[src/rtl/csf_pkg.sv]
// Shared constants, types and helpers for the processor status flag block.
// Assumes one 50 MHz clock and a word-indexed Avalon-MM register port.
package csf_pkg;

    // ************************************************************
    // Clock and register addressing
    // ************************************************************
    localparam int CLK_MHZ = 50;
    localparam int ADDR_W = 9;
    localparam int BANK_OFS_W = 7;
    localparam logic [ADDR_W-1:0] STATUS_IDX = 9'h003;
    localparam logic [ADDR_W-1:0] STATUS_IDX_B1 = 9'h083;
    localparam logic [ADDR_W-1:0] STATUS_IDX_B2 = 9'h103;
    localparam logic [ADDR_W-1:0] STATUS_IDX_B3 = 9'h183;
    localparam logic [ADDR_W-1:0] OPTION_IDX = 9'h081;
    localparam logic [ADDR_W-1:0] OPTION_IDX_B3 = 9'h181;
    localparam int OPTION_BANK_BIT = 7;

    // ************************************************************
    // Status register fields and reset values
    // ************************************************************
    localparam int ST_IND_BANK = 7;
    localparam int ST_DIR_HI = 6;
    localparam int ST_DIR_LO = 5;
    localparam int ST_WDOG_EXP = 4;
    localparam int ST_SLEEP = 3;
    localparam int ST_ZERO = 2;
    localparam int ST_NIB = 1;
    localparam int ST_CARRY = 0;
    localparam logic [7:0] STATUS_POR = 8'h18;
    localparam logic [7:0] STATUS_RO_MASK = 8'h18;
    localparam logic [7:0] STATUS_ALU_MASK = 8'h07;
    localparam logic [7:0] STATUS_BANK_KEEP = 8'h1F;

    // ************************************************************
    // Timer option register fields
    // ************************************************************
    localparam logic [7:0] OPTION_RST = 8'hFF;
    localparam int OPT_ASSIGN = 3;
    localparam int OPT_RATE_LSB = 0;
    localparam int OPT_RATE_W = 3;
    localparam int PRESC_W = 8;
    localparam logic [3:0] PRESC_FULL = 4'h8;

    // ************************************************************
    // Core operations and carriers
    // ************************************************************
    typedef enum logic [3:0] {
        CSF_ADD, CSF_SUB, CSF_AND, CSF_IOR, CSF_XOR, CSF_ROTL, CSF_ROTR,
        CSF_CLR, CSF_MOVE, CSF_SWAP, CSF_BCLR, CSF_BSET
    } csf_op_t;

    typedef struct packed {
        logic valid;
        csf_op_t op;
        logic dest_status;
        logic [2:0] bit_sel;
        logic [7:0] w_data;
        logic [7:0] f_data;
    } csf_core_req_t;

    typedef struct packed {
        logic [7:0] result;
        logic zero;
        logic nib;
        logic carry;
    } csf_alu_t;

    typedef struct packed {
        logic valid;
        logic [7:0] result;
    } csf_core_res_t;

    // Which of zero, nibble and carry flags an operation updates
    function automatic logic [2:0] csf_flag_mask(input csf_op_t op);
        case (op)
            CSF_ADD, CSF_SUB: csf_flag_mask = 3'h7;
            CSF_AND, CSF_IOR, CSF_XOR, CSF_CLR: csf_flag_mask = 3'h4;
            CSF_ROTL, CSF_ROTR: csf_flag_mask = 3'h1;
            default: csf_flag_mask = 3'h0;
        endcase
    endfunction

endpackage

[src/rtl/csf_flag_unit.sv]
// Result and flag computation for one core operation, purely combinational.
// Assumes the caller has already chosen the file operand.
`timescale 1ns/1ps
module csf_flag_unit import csf_pkg::*; (
    // Operation and operands
    input wire csf_op_t op,
    input wire logic [2:0] bit_sel,
    input wire logic [7:0] w_data,
    input wire logic [7:0] f_data,
    input wire logic carry_in,
    // Result with flags
    output csf_alu_t alu
);

    // ************************************************************
    // Adder shared by add and subtract
    // ************************************************************
    // Subtract adds the inverted operand plus one, so carry means no borrow
    wire is_sub = (op == CSF_SUB);
    wire [7:0] addend = is_sub ? ~w_data : w_data;
    wire [8:0] sum = {1'b0, f_data} + {1'b0, addend} + {8'h00, is_sub};
    wire [4:0] nib_sum = {1'b0, f_data[3:0]} + {1'b0, addend[3:0]} + {4'h0, is_sub};
    wire [7:0] bit_one = 8'h01 << bit_sel;

    // Result select and flag outputs
    always_comb begin
        alu.result = f_data;
        alu.carry = carry_in;
        alu.nib = nib_sum[4];
        case (op)
            CSF_ADD, CSF_SUB: begin
                alu.result = sum[7:0];
                alu.carry = sum[8];
            end
            CSF_AND: alu.result = f_data & w_data;
            CSF_IOR: alu.result = f_data | w_data;
            CSF_XOR: alu.result = f_data ^ w_data;
            CSF_ROTL: begin
                alu.result = {f_data[6:0], carry_in};
                alu.carry = f_data[7];
            end
            CSF_ROTR: begin
                alu.result = {carry_in, f_data[7:1]};
                alu.carry = f_data[0];
            end
            CSF_CLR: alu.result = 8'h00;
            CSF_MOVE: alu.result = w_data;
            CSF_SWAP: alu.result = {f_data[3:0], f_data[7:4]};
            CSF_BCLR: alu.result = f_data & ~bit_one;
            CSF_BSET: alu.result = f_data | bit_one;
            default: alu.result = f_data;
        endcase
        alu.zero = (alu.result == 8'h00);
    end

endmodule

[src/rtl/csf_status_block.sv]
// Processor status flag register, timer option register and shared prescaler.
// Assumes the core presents at most one operation per cycle and that
// software reaches both registers over a word-indexed Avalon-MM port.
`timescale 1ns/1ps

module csf_status_block import csf_pkg::*; #(
    parameter int DATA_W = 32
) (
    // Clock and power-up reset
    input wire logic mclk,
    input wire logic resetn,
    // Avalon-MM register slave
    input wire logic [ADDR_W-1:0] avs_address,
    input wire logic avs_read,
    input wire logic avs_write,
    input wire logic [DATA_W-1:0] avs_writedata,
    input wire logic [DATA_W/8-1:0] avs_byteenable,
    output logic [DATA_W-1:0] avs_readdata,
    output logic avs_waitrequest,
    // Core operation port
    input wire csf_core_req_t core_req,
    output csf_core_res_t core_res,
    // Reset cause events, one-cycle pulses
    input wire logic ext_reset_pulse,
    input wire logic wdog_timeout_pulse,
    input wire logic wdog_clear_pulse,
    input wire logic sleep_pulse,
    // Bank addressing
    input wire logic [BANK_OFS_W-1:0] direct_offset,
    input wire logic [7:0] indirect_pointer,
    output logic [ADDR_W-1:0] direct_addr,
    output logic [ADDR_W-1:0] indirect_addr,
    // Prescaler ticks and outputs
    input wire logic timer_tick,
    input wire logic wdog_tick,
    output logic timer_inc,
    output logic wdog_post
);

    // ************************************************************
    // State
    // ************************************************************
    logic [7:0] status_reg, status_next;
    logic [7:0] option_reg, option_next;
    logic served_reg;
    logic [DATA_W-1:0] readdata_reg;
    csf_core_res_t core_res_reg;
    logic [PRESC_W-1:0] presc_reg;
    logic timer_inc_reg, wdog_post_reg;
    csf_alu_t alu;

    // ************************************************************
    // Register decode, status mirrored in every bank, option only where address bit 7 is set
    // ************************************************************
    wire [BANK_OFS_W-1:0] bank_ofs = avs_address[BANK_OFS_W-1:0];
    wire sel_status = (bank_ofs == STATUS_IDX[BANK_OFS_W-1:0]);
    wire sel_option = (bank_ofs == OPTION_IDX[BANK_OFS_W-1:0])
        && avs_address[OPTION_BANK_BIT];
    wire bus_req = avs_read | avs_write;
    wire core_fire = core_req.valid;
    // Core has priority; a bus access waits out a core update
    wire bus_done = bus_req & served_reg & ~core_fire;
    wire bus_wr = bus_done & avs_write & avs_byteenable[0];
    wire wr_status = bus_wr & sel_status;
    wire wr_option = bus_wr & sel_option;
    wire [7:0] wdata8 = avs_writedata[7:0];
    // Unmapped words and upper bits read zero
    wire [7:0] rd_byte = sel_status ? status_reg : sel_option ? option_reg : 8'h00;
    wire [DATA_W-1:0] rd_word = {{(DATA_W-8){1'b0}}, rd_byte};

    // Handshake: one wait cycle, longer while any core operation is valid
    assign avs_waitrequest = bus_req & ~bus_done;
    assign avs_readdata = readdata_reg;

    // ************************************************************
    // Core operation and flag merge
    // ************************************************************
    // Operations on the status register act on its live value
    wire [7:0] f_eff = core_req.dest_status ? status_reg : core_req.f_data;
    wire [2:0] fmask = csf_flag_mask(core_req.op);
    wire alu_op = |fmask;
    wire [7:0] keep_mask = STATUS_RO_MASK | (alu_op ? STATUS_ALU_MASK : 8'h00);
    wire [7:0] flag_bits = {5'h00, alu.zero, alu.nib, alu.carry};
    wire [7:0] flag_sel = {5'h00, fmask};
    wire nonpor = ext_reset_pulse | wdog_timeout_pulse;

    csf_flag_unit u_flag (
        .op(core_req.op),
        .bit_sel(core_req.bit_sel),
        .w_data(core_req.w_data),
        .f_data(f_eff),
        .carry_in(status_reg[ST_CARRY]),
        .alu(alu)
    );

    // Next status value: write, flags, then reset-cause events
    always_comb begin
        status_next = status_reg;
        if (core_fire && core_req.dest_status) begin
            // Flag-writing ops block the data write to the low three bits
            status_next = (alu.result & ~keep_mask) | (status_reg & keep_mask);
        end else if (wr_status) begin
            status_next = (wdata8 & ~STATUS_RO_MASK) | (status_reg & STATUS_RO_MASK);
        end
        if (core_fire) begin
            // Clear gives zero flag set, other flags untouched
            status_next = (status_next & ~flag_sel) | (flag_bits & flag_sel);
        end
        if (nonpor) begin
            status_next = status_next & STATUS_BANK_KEEP;
        end
        if (wdog_timeout_pulse) begin
            status_next[ST_WDOG_EXP] = 1'b0;
        end
        // Clear and sleep sets win over a timeout in the same cycle
        if (wdog_clear_pulse) begin
            status_next[ST_WDOG_EXP] = 1'b1;
            status_next[ST_SLEEP] = 1'b1;
        end
        if (sleep_pulse) begin
            status_next[ST_WDOG_EXP] = 1'b1;
            status_next[ST_SLEEP] = 1'b0;
        end
    end

    // Option register: software write, preset on any reset
    always_comb begin
        option_next = option_reg;
        if (wr_option) begin
            option_next = wdata8;
        end
        if (nonpor) begin
            option_next = OPTION_RST;
        end
    end

    // Register update; resetn is the power-up reset
    always_ff @(posedge mclk) begin
        if (!resetn) begin
            status_reg <= STATUS_POR;
            option_reg <= OPTION_RST;
        end else begin
            status_reg <= status_next;
            option_reg <= option_next;
        end
    end

    // Bus handshake and read capture
    always_ff @(posedge mclk) begin
        if (!resetn) begin
            served_reg <= 1'b0;
            readdata_reg <= '0;
        end else begin
            served_reg <= bus_req & ~bus_done;
            if (avs_read && !bus_done) begin
                readdata_reg <= rd_word;
            end
        end
    end

    // Result back to the core, one cycle after the operation
    always_ff @(posedge mclk) begin
        if (!resetn) begin
            core_res_reg <= '0;
        end else begin
            core_res_reg.valid <= core_fire;
            core_res_reg.result <= alu.result;
        end
    end
    assign core_res = core_res_reg;

    // ************************************************************
    // Bank addressing
    // ************************************************************
    // Direct bank by binary value, indirect pair by the high bit
    assign direct_addr = {status_reg[ST_DIR_HI:ST_DIR_LO], direct_offset};
    assign indirect_addr = {status_reg[ST_IND_BANK], indirect_pointer};

    // ************************************************************
    // Shared prescaler
    // ************************************************************
    // Mask of the low n counter bits; n of zero gives a 1:1 rate
    function automatic logic [PRESC_W-1:0] presc_mask(input logic [3:0] n);
        presc_mask = 8'hFF >> (PRESC_FULL - n);
    endfunction

    wire to_wdog = option_reg[OPT_ASSIGN];
    wire [OPT_RATE_W-1:0] rate = option_reg[OPT_RATE_LSB +: OPT_RATE_W];
    wire [PRESC_W-1:0] tmr_mask = presc_mask({1'b0, rate} + 4'h1);
    wire [PRESC_W-1:0] wd_mask = presc_mask({1'b0, rate});
    wire presc_tick = to_wdog ? wdog_tick : timer_tick;
    wire tmr_hit = (presc_reg & tmr_mask) == tmr_mask;
    wire wd_hit = (presc_reg & wd_mask) == wd_mask;
    // Unassigned side runs straight through at 1:1
    wire timer_inc_next = to_wdog ? timer_tick : (timer_tick & tmr_hit);
    wire wdog_post_next = to_wdog ? (wdog_tick & wd_hit) : wdog_tick;

    // Prescaler count and registered tick outputs
    always_ff @(posedge mclk) begin
        if (!resetn) begin
            presc_reg <= '0;
            timer_inc_reg <= 1'b0;
            wdog_post_reg <= 1'b0;
        end else begin
            if (wr_option || nonpor) begin
                // Restart so a new rate never fires early
                presc_reg <= '0;
            end else if (presc_tick) begin
                presc_reg <= presc_reg + 8'h01;
            end
            timer_inc_reg <= timer_inc_next;
            wdog_post_reg <= wdog_post_next;
        end
    end
    assign timer_inc = timer_inc_reg;
    assign wdog_post = wdog_post_reg;

    // ************************************************************
    // Assertions
    // ************************************************************
    wire quiet = ~nonpor & ~wdog_clear_pulse & ~sleep_pulse;
endmodule

[config.mk]
export PLATFORM = sky130hd
export DESIGN_NAME = csf_status_block
export DESIGN_NICKNAME = d
export VERILOG_FILES = /design/src/rtl/csf_pkg.sv /design/src/rtl/csf_flag_unit.sv /design/src/rtl/csf_status_block.sv
export SDC_FILE = /design/constraint.sdc
export NUM_CORES = 1
export LEC_CHECK = 0
export ABC_AREA = 1
export BUFFER_PORTS_ARGS = -buffer_cell sky130_fd_sc_hd__buf_2
export CORE_AREA = 2 2 108 110
export CTS_CLUSTER_DIAMETER = 50
export CTS_CLUSTER_SIZE = 16
export DETAILED_ROUTE_END_ITERATION = 10
export DIE_AREA = 0 0 110 112
export GPL_TIMING_DRIVEN = 0
export PLACE_DENSITY = 0.72
export SLEW_MARGIN = 20
export SYNTH_ARGS = -nofsm -noshare
export SYNTH_HDL_FRONTEND = slang
export SYNTH_SLANG_ARGS = --single-unit
[constraint.sdc]
create_clock -name mclk -period 2.5 [get_ports mclk]
set_input_delay 0.5 -clock mclk [delete_from_list [all_inputs] [get_ports mclk]]
set_output_delay 0.5 -clock mclk [all_outputs]
set_load 0.02 [all_outputs]
==> results of run 1 <==
## how the worst max path moves through the flow
stage,from,endpoint,cells after the start
6_report,core_req[19],status_reg[2],18
5_1_grt,core_req[19],status_reg[2],18
4_1_cts,core_req[19],status_reg[2],16
3_5_place_dp,core_req[19],status_reg[7],15
3_3_place_gp,core_req[19],status_reg[7],15
2_1_floorplan,core_req[21],status_reg[2],16
## where the power goes
| group | switching [mW] | total [mW] | internal [mW] |
|---|---|---|---|
| Combinational | 0.458 | 0.728 | 0.270 |
| Clock | 0.271 | 0.771 | 0.500 |
| Sequential | 0.0171 | 0.751 | 0.734 |
## cells in the mapped netlist, drive strengths merged
master   count  area [um2]
or2          3        18.8
a31oi        5        31.3
nor2        73         282
nor3b        2        15.0
a2111oi      1        8.76
o211ai      11        82.6
a21oi       43         215
and3         1        6.26
inv         76         285
nand3       46         230
fa           1        20.0
o21ai       50         254
a21o         2        15.0
conb         1        3.75
nand4        5        31.3
o21bai       1        7.51
xor2         9        78.8
nor4         1        6.26
o22ai        5        31.3
and2         3        18.8
nand2      174         661
buf         44         325
ha          18         225
dfxtp       44         881
clkinv       1        3.75
clkbuf       4        15.0
nor3        14        70.1
nand3b       3        22.5
## what timing repair did
| item | in CTS | in global routing |
|---|---|---|
| endpoints found under the setup margin | 8 | 9 |
| setup buffers | 3 | 11 |
| resized for setup | 11 | 34 |
| pin swaps | 4 | 19 |
| hold buffers | 0 | 0 |
## cells by family after synthesis
kind of cell,count (synthesis),synth area share
other,1,0.000975
and+or+nand+nor,325,0.354
adders and majority gates,19,0.0638
buffers and inverters,125,0.164
xor gates and xnor gates,9,0.0205
AOI/OAI and AO/OA,118,0.168
DFF,44,0.229
## through the flow
stage / instance area [um2] / TNS [ns]
after floorplan: 3950 / 0
after global placement: 4580 / -5.01
after detailed placement: 4580 / -4.83
after CTS: 4800 / -0.000358
after global routing: 5020 / -0.504
final: 5020 / -0.0221
## area by class of cell
type                       count  area, um2
inverter                      77        295
tap                          143        179
clock buffer                   6        139
timing repair buffer         102        568
clock inverter                 2       38.8
sequential                    44        882
multi-input combinational    495       2570
fill                        1231       6150
antenna                        1       2.50
buffer                        48        347
## worst max-delay path, cell delays in order
cell and delay [ns]:
buf_8 0.09, clkinvlp_4 0.14, nand2_2 0.13, nand3_2 0.09
nand2_2 0.12, inv_2 0.05, fa_2 0.37, xor2_1 0.18
nor2_1 0.07, nor2_1 0.12, nand3_1 0.08, nor2_1 0.11
nor2_1 0.06, nor2_2 0.18, nand2_1 0.07, nor2_1 0.10
nand3_1 0.12, a21oi_2 0.15
## layer usage
layer,track usage,share of wire,up-vias
met3,0.0299,0.075,30
met2,0.327,0.47,198
li1,-,-,2284
met1,0.271,0.43,1960
met5,0,0,-
met4,0.0633,0.027,0
==> flow_summary.ini, run 1 <==
[status]
outcome = finished, violations left
violations = setup timing

[drt]
drc = 0
drt-vias-per-instance = 4.87
drt-pass1-iter-count = 5
ant_nets = 0
first_iter_violations = 268
drt_wl_total_mm = 12.5
wl_per_cell_um = 13.7
vias = 4472

[cells_and_area]
drive_above_1_share = 0.251
post-route-util = 0.449
layout_common_cells = 169 x nand2_1, 86 x buf_2, 69 x nor2_1
syn2layout_area_growth_pct = 30.6
final_cell_count_no_fill = 918
largest_reg_flops = 9
final_common_cell = nand2_1
layout.nets = 887

[run]
cap_violations = 0

[timing]
worst_slew_pin_slew_ns = 0.575
slew_violations = 0
fin_crit_sh = 1.01
hold_violations = 0
skew_ns = 0.00456
rsz0062_at_grt = true
finalWorstSetupSlack_ns = -0.0221
setup_viol = 1
slew_headroom = 0.616
holdWs_ns = 0.411
layout_min_cycle_time_ns = 2.52
fmax_ghz = 0.396

[global_routing]
gr-total-overflow = 0
grt_max_degree = 15
grt_pass1_vias = 4014
grt_usage = 0.201
grt_first_pass_wirelength_mm = 19.7
antenna_found_initial = 1

[worst_setup_path]
timing.rr.end = status_reg[2]
r2r_cells = 17
path_class = input pin to flop
worstSetupEndpointType = flop
critPathMaxFanout = 6
critPathLaunchType = input pin
r2r_slack_ns = 0.03
arrival_ns = 2.74
crit_required_ns = 2.72

[clocking]
cts_root_buffer = clkbuf_16
clockBufferDepth = 2
clkLatencyLatePin_ns = 0.28
htreeDepth = 2
cts_tree = yes
cts_buffers = 5
cts.reportedPaths.clkPinSlew_ns = 0.06
numClockSinks = 44

[floorplanning]
dieArea_mm2 = 0.0123
initial_core_util = 0.344
die_h_um = 112
rows = 39
io_pins = 157
die_w_um = 110
core-area_mm2 = 0.0112

[placement]
gp_congestion = 0.990
pre_cts_ws_ns = -0.704
hpwl_mm = 10.1
port_buffers = 89
placedCellCount = 896

[yosys]
synthCells = 641
synth-seq-area-share = 0.229
ys_seq_elements = 44
avgSynthCellArea_um2 = 6.00
syn-cell-area_mm2 = 0.00384
ys_types = 34
ys_warn_count = 0

[hold_path]
whs_endpoint = status_reg[4]
hp-class = input pin to flop
min_path_cells = 2
hp-start = wdog_timeout_pulse

[power_and_ir_drop]
leakagePower_nw = 2.63
total_power_mw = 2.25
power.density_mw_per_mm2 = 448
peakVddDrop_mv = 0.417
(Power assumes the default switching activity.)
==> inputs of run 2 (changes only) <==
CORE_AREA = 2 2 143 89   (was 2 2 108 110)
DIE_AREA = 0 0 145 91   (was 0 0 110 112)
SYNTH_HIERARCHICAL = 1   (was unset)
==> run 2 against run 1 <==
Synthesized cell count grew 4.8%. Core utilization is 2.7 points higher. Setup slack got worse by 0.044 ns. Routed wire length is 14% higher. Synthesized area is 6.7% higher. Global-route usage rose by 0.58 points. Critical endpoint unchanged. Register-to-register slack got worse by 0.09 ns. The run still ends with setup timing left.
==> flow_summary.ini, run 2 <==
[clocking]
clockBufferDepth = 2
cts_root_buffer = clkbuf_16
htreeDepth = 2
cts_buffers = 5
cts_tree = yes
cts_hold_buf = 0
clkLatencyLatePin_ns = 0.30
cts.reportedPaths.clkPinSlew_ns = 0.06
numClockSinks = 44

[yosys]
synthTopCellsByCount = 169 x nand2_1, 98 x inv_1, 61 x nand3_1, 61 x nor2_1, 55 x a21oi_1
synth_edf_count = 0
ys.flop_type = dfxtp_1
synth_top_area_share = 0.215
synth-seq-area-share = 0.215
synth_area_leaders = dfxtp_1 21%, nand2_1 15%, inv_1 9.0%
synthArstFlopShare = 0
ys_seq_elements = 44
ys_types = 42
synthCells = 672
avgSynthCellArea_um2 = 6.11
syn-cell-area_mm2 = 0.00410
yosysTopAreaCell = dfxtp_1
yosysMostFrequentCell = nand2_1
ys_warn_count = 6

[floorplanning]
io_pins = 157
die_h_um = 91
core-area_mm2 = 0.0118
dieArea_mm2 = 0.0132
die_w_um = 145
rows = 31
initial_core_util = 0.347

[timing]
hold_violations = 0
fin_crit_sh = 1.03
skew_ns = 0.00551
layout_min_cycle_time_ns = 2.57
finalWorstSetupSlack_ns = -0.0657
fmax_ghz = 0.390
slew_violations = 0
worst_slew_pin_slew_ns = 0.677
tns_ns = -0.0657
rsz0062_at_grt = true
slew_headroom = 0.547
setup_viol = 1

[hold_path]
hp-class = input pin to flop
min_path_cells = 2

[power_and_ir_drop]
peakVddDrop_mv = 0.255
power.density_mw_per_mm2 = 421
total_power_mw = 2.37
leakagePower_nw = 2.96

[drt]
first_iter_violations = 591
ant_nets = 0
wl_per_cell_um = 14.4
drc = 0
drt-pass1-iter-count = 5
drt_wl_total_mm = 14.3
drt-vias-per-instance = 4.81
vias = 4785

[worst_setup_path]
worstSetupEndpointType = flop
crit_required_ns = 2.72
path_class = input pin to flop
r2r_cells = 19
cp_cell_sequence = buf_12, buf_8, a21oi_4, nand2_2, nand2_4, inv_2, fa_2, inv_2, nand3_2, nand2_2, nand2_2, nand3_2, nand3_2, nor2_4, nand2_1, nor2_1, nand3_1, nor2_1, o21ai_1, a21oi_1
critPathMaxFanout = 5
critPathLaunchType = input pin
critPathMaxStageDelay_ns = 0.34
crit_slowest_cell = fa_2
arrival_ns = 2.78

[placement]
place_area_mm2 = 0.00488
gp_congestion = 1.03
hpwl_mm = 11.2
placedCellCount = 949
port_buffers = 89

[global_routing]
grt_pass1_vias = 4064
gr-total-overflow = 0
grt_usage = 0.207
grt_first_pass_wirelength_mm = 21.6
grt_max_degree = 15
antenna_found_initial = 0

[cells_and_area]
final_common_cell = nand2_1
diodes = 0
stdcell_area_mm2 = 0.00564
layout_common_cells = 159 x nand2_1, 91 x inv_1, 85 x buf_2
largest_reg_flops = 9
final_cell_count_no_fill = 995
syn2layout_area_growth_pct = 37.5
drive_above_1_share = 0.333
layout.nets = 941

[run]
cap_violations = 0

[status]
violations = setup timing
outcome = finished, violations left
-- run 2: changes by cell type in the layout (fill, tap and decap cells not counted), moves of 7 or more --
cell	previous run	this run
o21ai_0	39	31
nor2_4	1	10
inv_1	65	91
nor3_1	13	4
nor2_2	3	10
nand2_2	3	17
nand2_1	169	159
nand3_1	44	53
nand3_2	2	11
buf_4	56	78
nor2_1	69	50
-- run 2: per-stage QoR --
step | worst slack, ns | util | hold slack [ns]
floorplan | -0.00584 | - | 0.429
global placement | -0.968 | 0.412 | 0.442
detailed placement | -1.01 | 0.412 | 0.449
CTS | -0.0359 | 0.452 | 0.403
global route | -0.173 | 0.477 | 0.417
finish | -0.0657 | 0.477 | 0.411
-- run 2: path summary, 6_finish.rpt --
| path | startpoint | endpoint | slack [ns] |
|---|---|---|---|
| worst max-delay path | core_req[19] | status_reg[2] | -0.07 |
| worst min-delay path | sleep_pulse | status_reg[3] | 0.41 |
| worst max register to register | status_reg[0] | status_reg[2] | -0.06 |
| worst min register to register | option_reg[4] | option_reg[4] | 0.46 |
-- run 2: metal layers --
| layer | global-route usage | up-vias | routed length [um] |
|---|---|---|---|
| li1 | - | 2399 | - |
| met1 | 0.323 | 2113 | 6970 |
| met2 | 0.254 | 261 | 5150 |
| met3 | 0.0839 | 12 | 2050 |
| met4 | 0.0388 | 0 | 129 |
| met5 | 0 | - | 0 |
-- run 2: critical path: cells and delay by family --
kind,cells,cell delay (ns)
compound gates,3,0.40
fa+ha+maj,1,0.34
buf+inv,4,0.36
simple gates,12,1.19
-- run 2: power by group --
part	leakage, nW	switching, mW	internal (mW)	total, mW
Combinational	2.52	0.497	0.328	0.825
Sequential	0.361	0.0171	0.731	0.748
Clock	0.0871	0.298	0.501	0.799
-- run 2: cells by family after synthesis --
kind of cell | share of synthesized area
adders and majority gates | 0.0537
AOI/OAI and AO/OA | 0.149
DFF | 0.215
other | 0.000914
buffers and inverters | 0.189
and+or+nand+nor | 0.360
xor gates and xnor gates | 0.0213
muxes | 0.0110
-- run 2: cell type report --
class	count	area [um2]
Buffer	50	384
Clock buffer	6	139
Clock inverter	2	38.8
Fill cell	1216	6190
Inverter	104	400
Multi-Input combinational cell	496	2770
Sequential cell	44	885
Tap cell	165	206
Timing Repair Buffer	128	815
-- run 2: timing repair --
| item | CTS | global route |
|---|---|---|
| gates cloned | 0 | 0 |
| setup buffers | 24 | 16 |
| pin swaps | 24 | 43 |
| endpoints found under the setup margin | 13 | 9 |
| gates resized for setup | 37 | 53 |
==> inputs of run 3 (changes only) <==
CORE_AREA = 2 2 139 87   (was 2 2 143 89)
DIE_AREA = 0 0 141 89   (was 0 0 145 91)
SYNTH_HIERARCHICAL = unset   (was 1)
==> run 3 against run 2 <==
The flow still finishes with violations (setup timing). Non-clock buffer count is 10 lower. Register-to-register slack improved by 0.02 ns. Power fell by 4.8%. Sequential power is essentially flat. Final area down 7.1%. Flip-flop and latch count unchanged. Sequential share of layout area increased by 1.2 points. Fmax fell by 2.5%. Clock power decreased by 15%. Largest cell class unchanged. Critical path depth is 4 lower. Routed wire length grew 2.2%. Core utilization shrank 0.70 points.
==> flow_summary.ini, run 3 (synthesis gave the netlist of run 1 again) <==
[timing]
skew_ns = 0.00510
setup_viol = 2
layout_min_cycle_time_ns = 2.63
fin_crit_sh = 1.05
finalWorstSetupSlack_ns = -0.133
holdWs_ns = 0.399
slew_violations = 0
worst_slew_pin_slew_ns = 0.813
rsz0062_at_grt = true
hold_violations = 0
slew_headroom = 0.456
fmax_ghz = 0.380

[floorplanning]
initial_core_util = 0.345
io_pins = 157
dieArea_mm2 = 0.0125
core-area_mm2 = 0.0111
die_h_um = 89
die_w_um = 141
rows = 30

[cells_and_area]
multiInputGateArea_mm2 = 0.00265
syn2layout_area_growth_pct = 36.2
drive_above_1_share = 0.294
largest_reg_flops = 9
nFillCells = 1169
final_common_cell = nand2_1
layout.nets = 905
seq_area_um2 = 882
layout_common_cells = 161 x nand2_1, 86 x buf_2, 72 x buf_4
diodes = 0
stdcell_area_mm2 = 0.00524
final_cell_count_no_fill = 936

[worst_setup_path]
path_class = input pin to flop
critPathLaunchType = input pin
worstSetupEndpointType = flop
crit_required_ns = 2.73
critPathMaxFanout = 6
arrival_ns = 2.86

[drt]
first_iter_violations = 394
drt-pass1-iter-count = 7
drc = 0
drt-vias-per-instance = 4.99
drt_wl_total_mm = 14.6
ant_nets = 0
wl_per_cell_um = 15.6
vias = 4670

[power_and_ir_drop]
p_seq_frac = 0.332
peakVddDrop_mv = 0.222
p_clk_frac = 0.301
p_sw_mw = 0.815
total_power_mw = 2.26
leakagePower_nw = 2.74
internal-power_mw = 1.44
power.density_mw_per_mm2 = 431
combPwrFrac = 0.368
swShare = 0.361

[placement]
port_buffers = 89
hpwl_mm = 11.7
placedCellCount = 897
gp_congestion = 1.01
place_area_mm2 = 0.00458

[global_routing]
grt_usage = 0.227
grt_util_met1 = 0.350
grt-busiest-layer = met1
grt.met2_usage = 0.286
grt_pass1_vias = 3971
use_met3 = 0.102
grt_max_degree = 15
gr-total-overflow = 0
antenna_found_initial = 0
grt_first_pass_wirelength_mm = 21.6

[clocking]
cts_hold_buf = 0
numClockSinks = 44
clockBufferDepth = 2
htreeDepth = 2
cts.reportedPaths.clkPinSlew_ns = 0.06
clkLatencyLatePin_ns = 0.29
cts_tree = yes
cts_buffers = 5
cts_root_buffer = clkbuf_16

[status]
violations = setup timing
outcome = finished, violations left

[run]
cap_violations = 0

[hold_path]
hp-class = input pin to flop
-- run 3: power groups by stage --
stage	Clock (mW)	Combinational, mW	Sequential, mW
final	0.679	0.830	0.748
after global routing	0.726	0.894	0.751
after CTS	0.691	0.739	0.748
after detailed placement	0	0.680	0.763
after global placement	0	0.680	0.763
after floorplan	0	0.427	0.792
-- run 3: worst paths after layout --
path,from,endpoint,slack [ns],cells after the start
setup / recovery,core_req[23],status_reg[2],-0.13,16
hold reg to reg,option_reg[4],avs_readdata[4],0.47,2
setup reg to reg,flop,status_reg[2],-0.04,17
hold / removal,wdog_timeout_pulse,status_reg[4],0.40,2
-- run 3: layout make-up --
cell class	instances	area share
multi-input cells	495	0.506
flip-flops and latches	44	0.168
repair buffers	120	0.138
plain buffers	48	0.0662
inverters	77	0.0573
well taps	144	0.0344
clock buffers	6	0.0265
clock inverters	2	0.00263
-- run 3: metal layers --
metal | share of wire | vias to the layer above
met5 | 0 | -
met1 | 0.49 | 2060
li1 | - | 2315
met4 | 0.0039 | 0
met2 | 0.36 | 285
met3 | 0.15 | 10
-- run 3: critical path, stage by stage --
cell and delay (ns):
buf_12 0.11, nor2_4 0.23, nand2_8 0.12, buf_4 0.16, xor2_1 0.13, ha_2 0.40
nand3_1 0.09, nand3_1 0.13, a21oi_1 0.08, o21ai_1 0.12, nand3_2 0.15, nand2_1 0.12
nand2_1 0.06, a21oi_1 0.13, nand3_1 0.16, a21oi_1 0.16
-- run 3: stage by stage --
step	util	worst slack [ns]	TNS [ns]
after floorplan	-	0.0338	0
after global placement	0.411	-0.806	-5.80
after detailed placement	0.411	-0.791	-5.45
after CTS	0.448	-0.0515	-0.0515
after global routing	0.470	-0.227	-0.438
final	0.470	-0.133	-0.187
-- run 3: what timing repair did --
action	in CTS	in global routing
gates resized for setup	41	34
endpoints found under the setup margin	10	6
pin swaps	20	31
buffers inserted	16	15
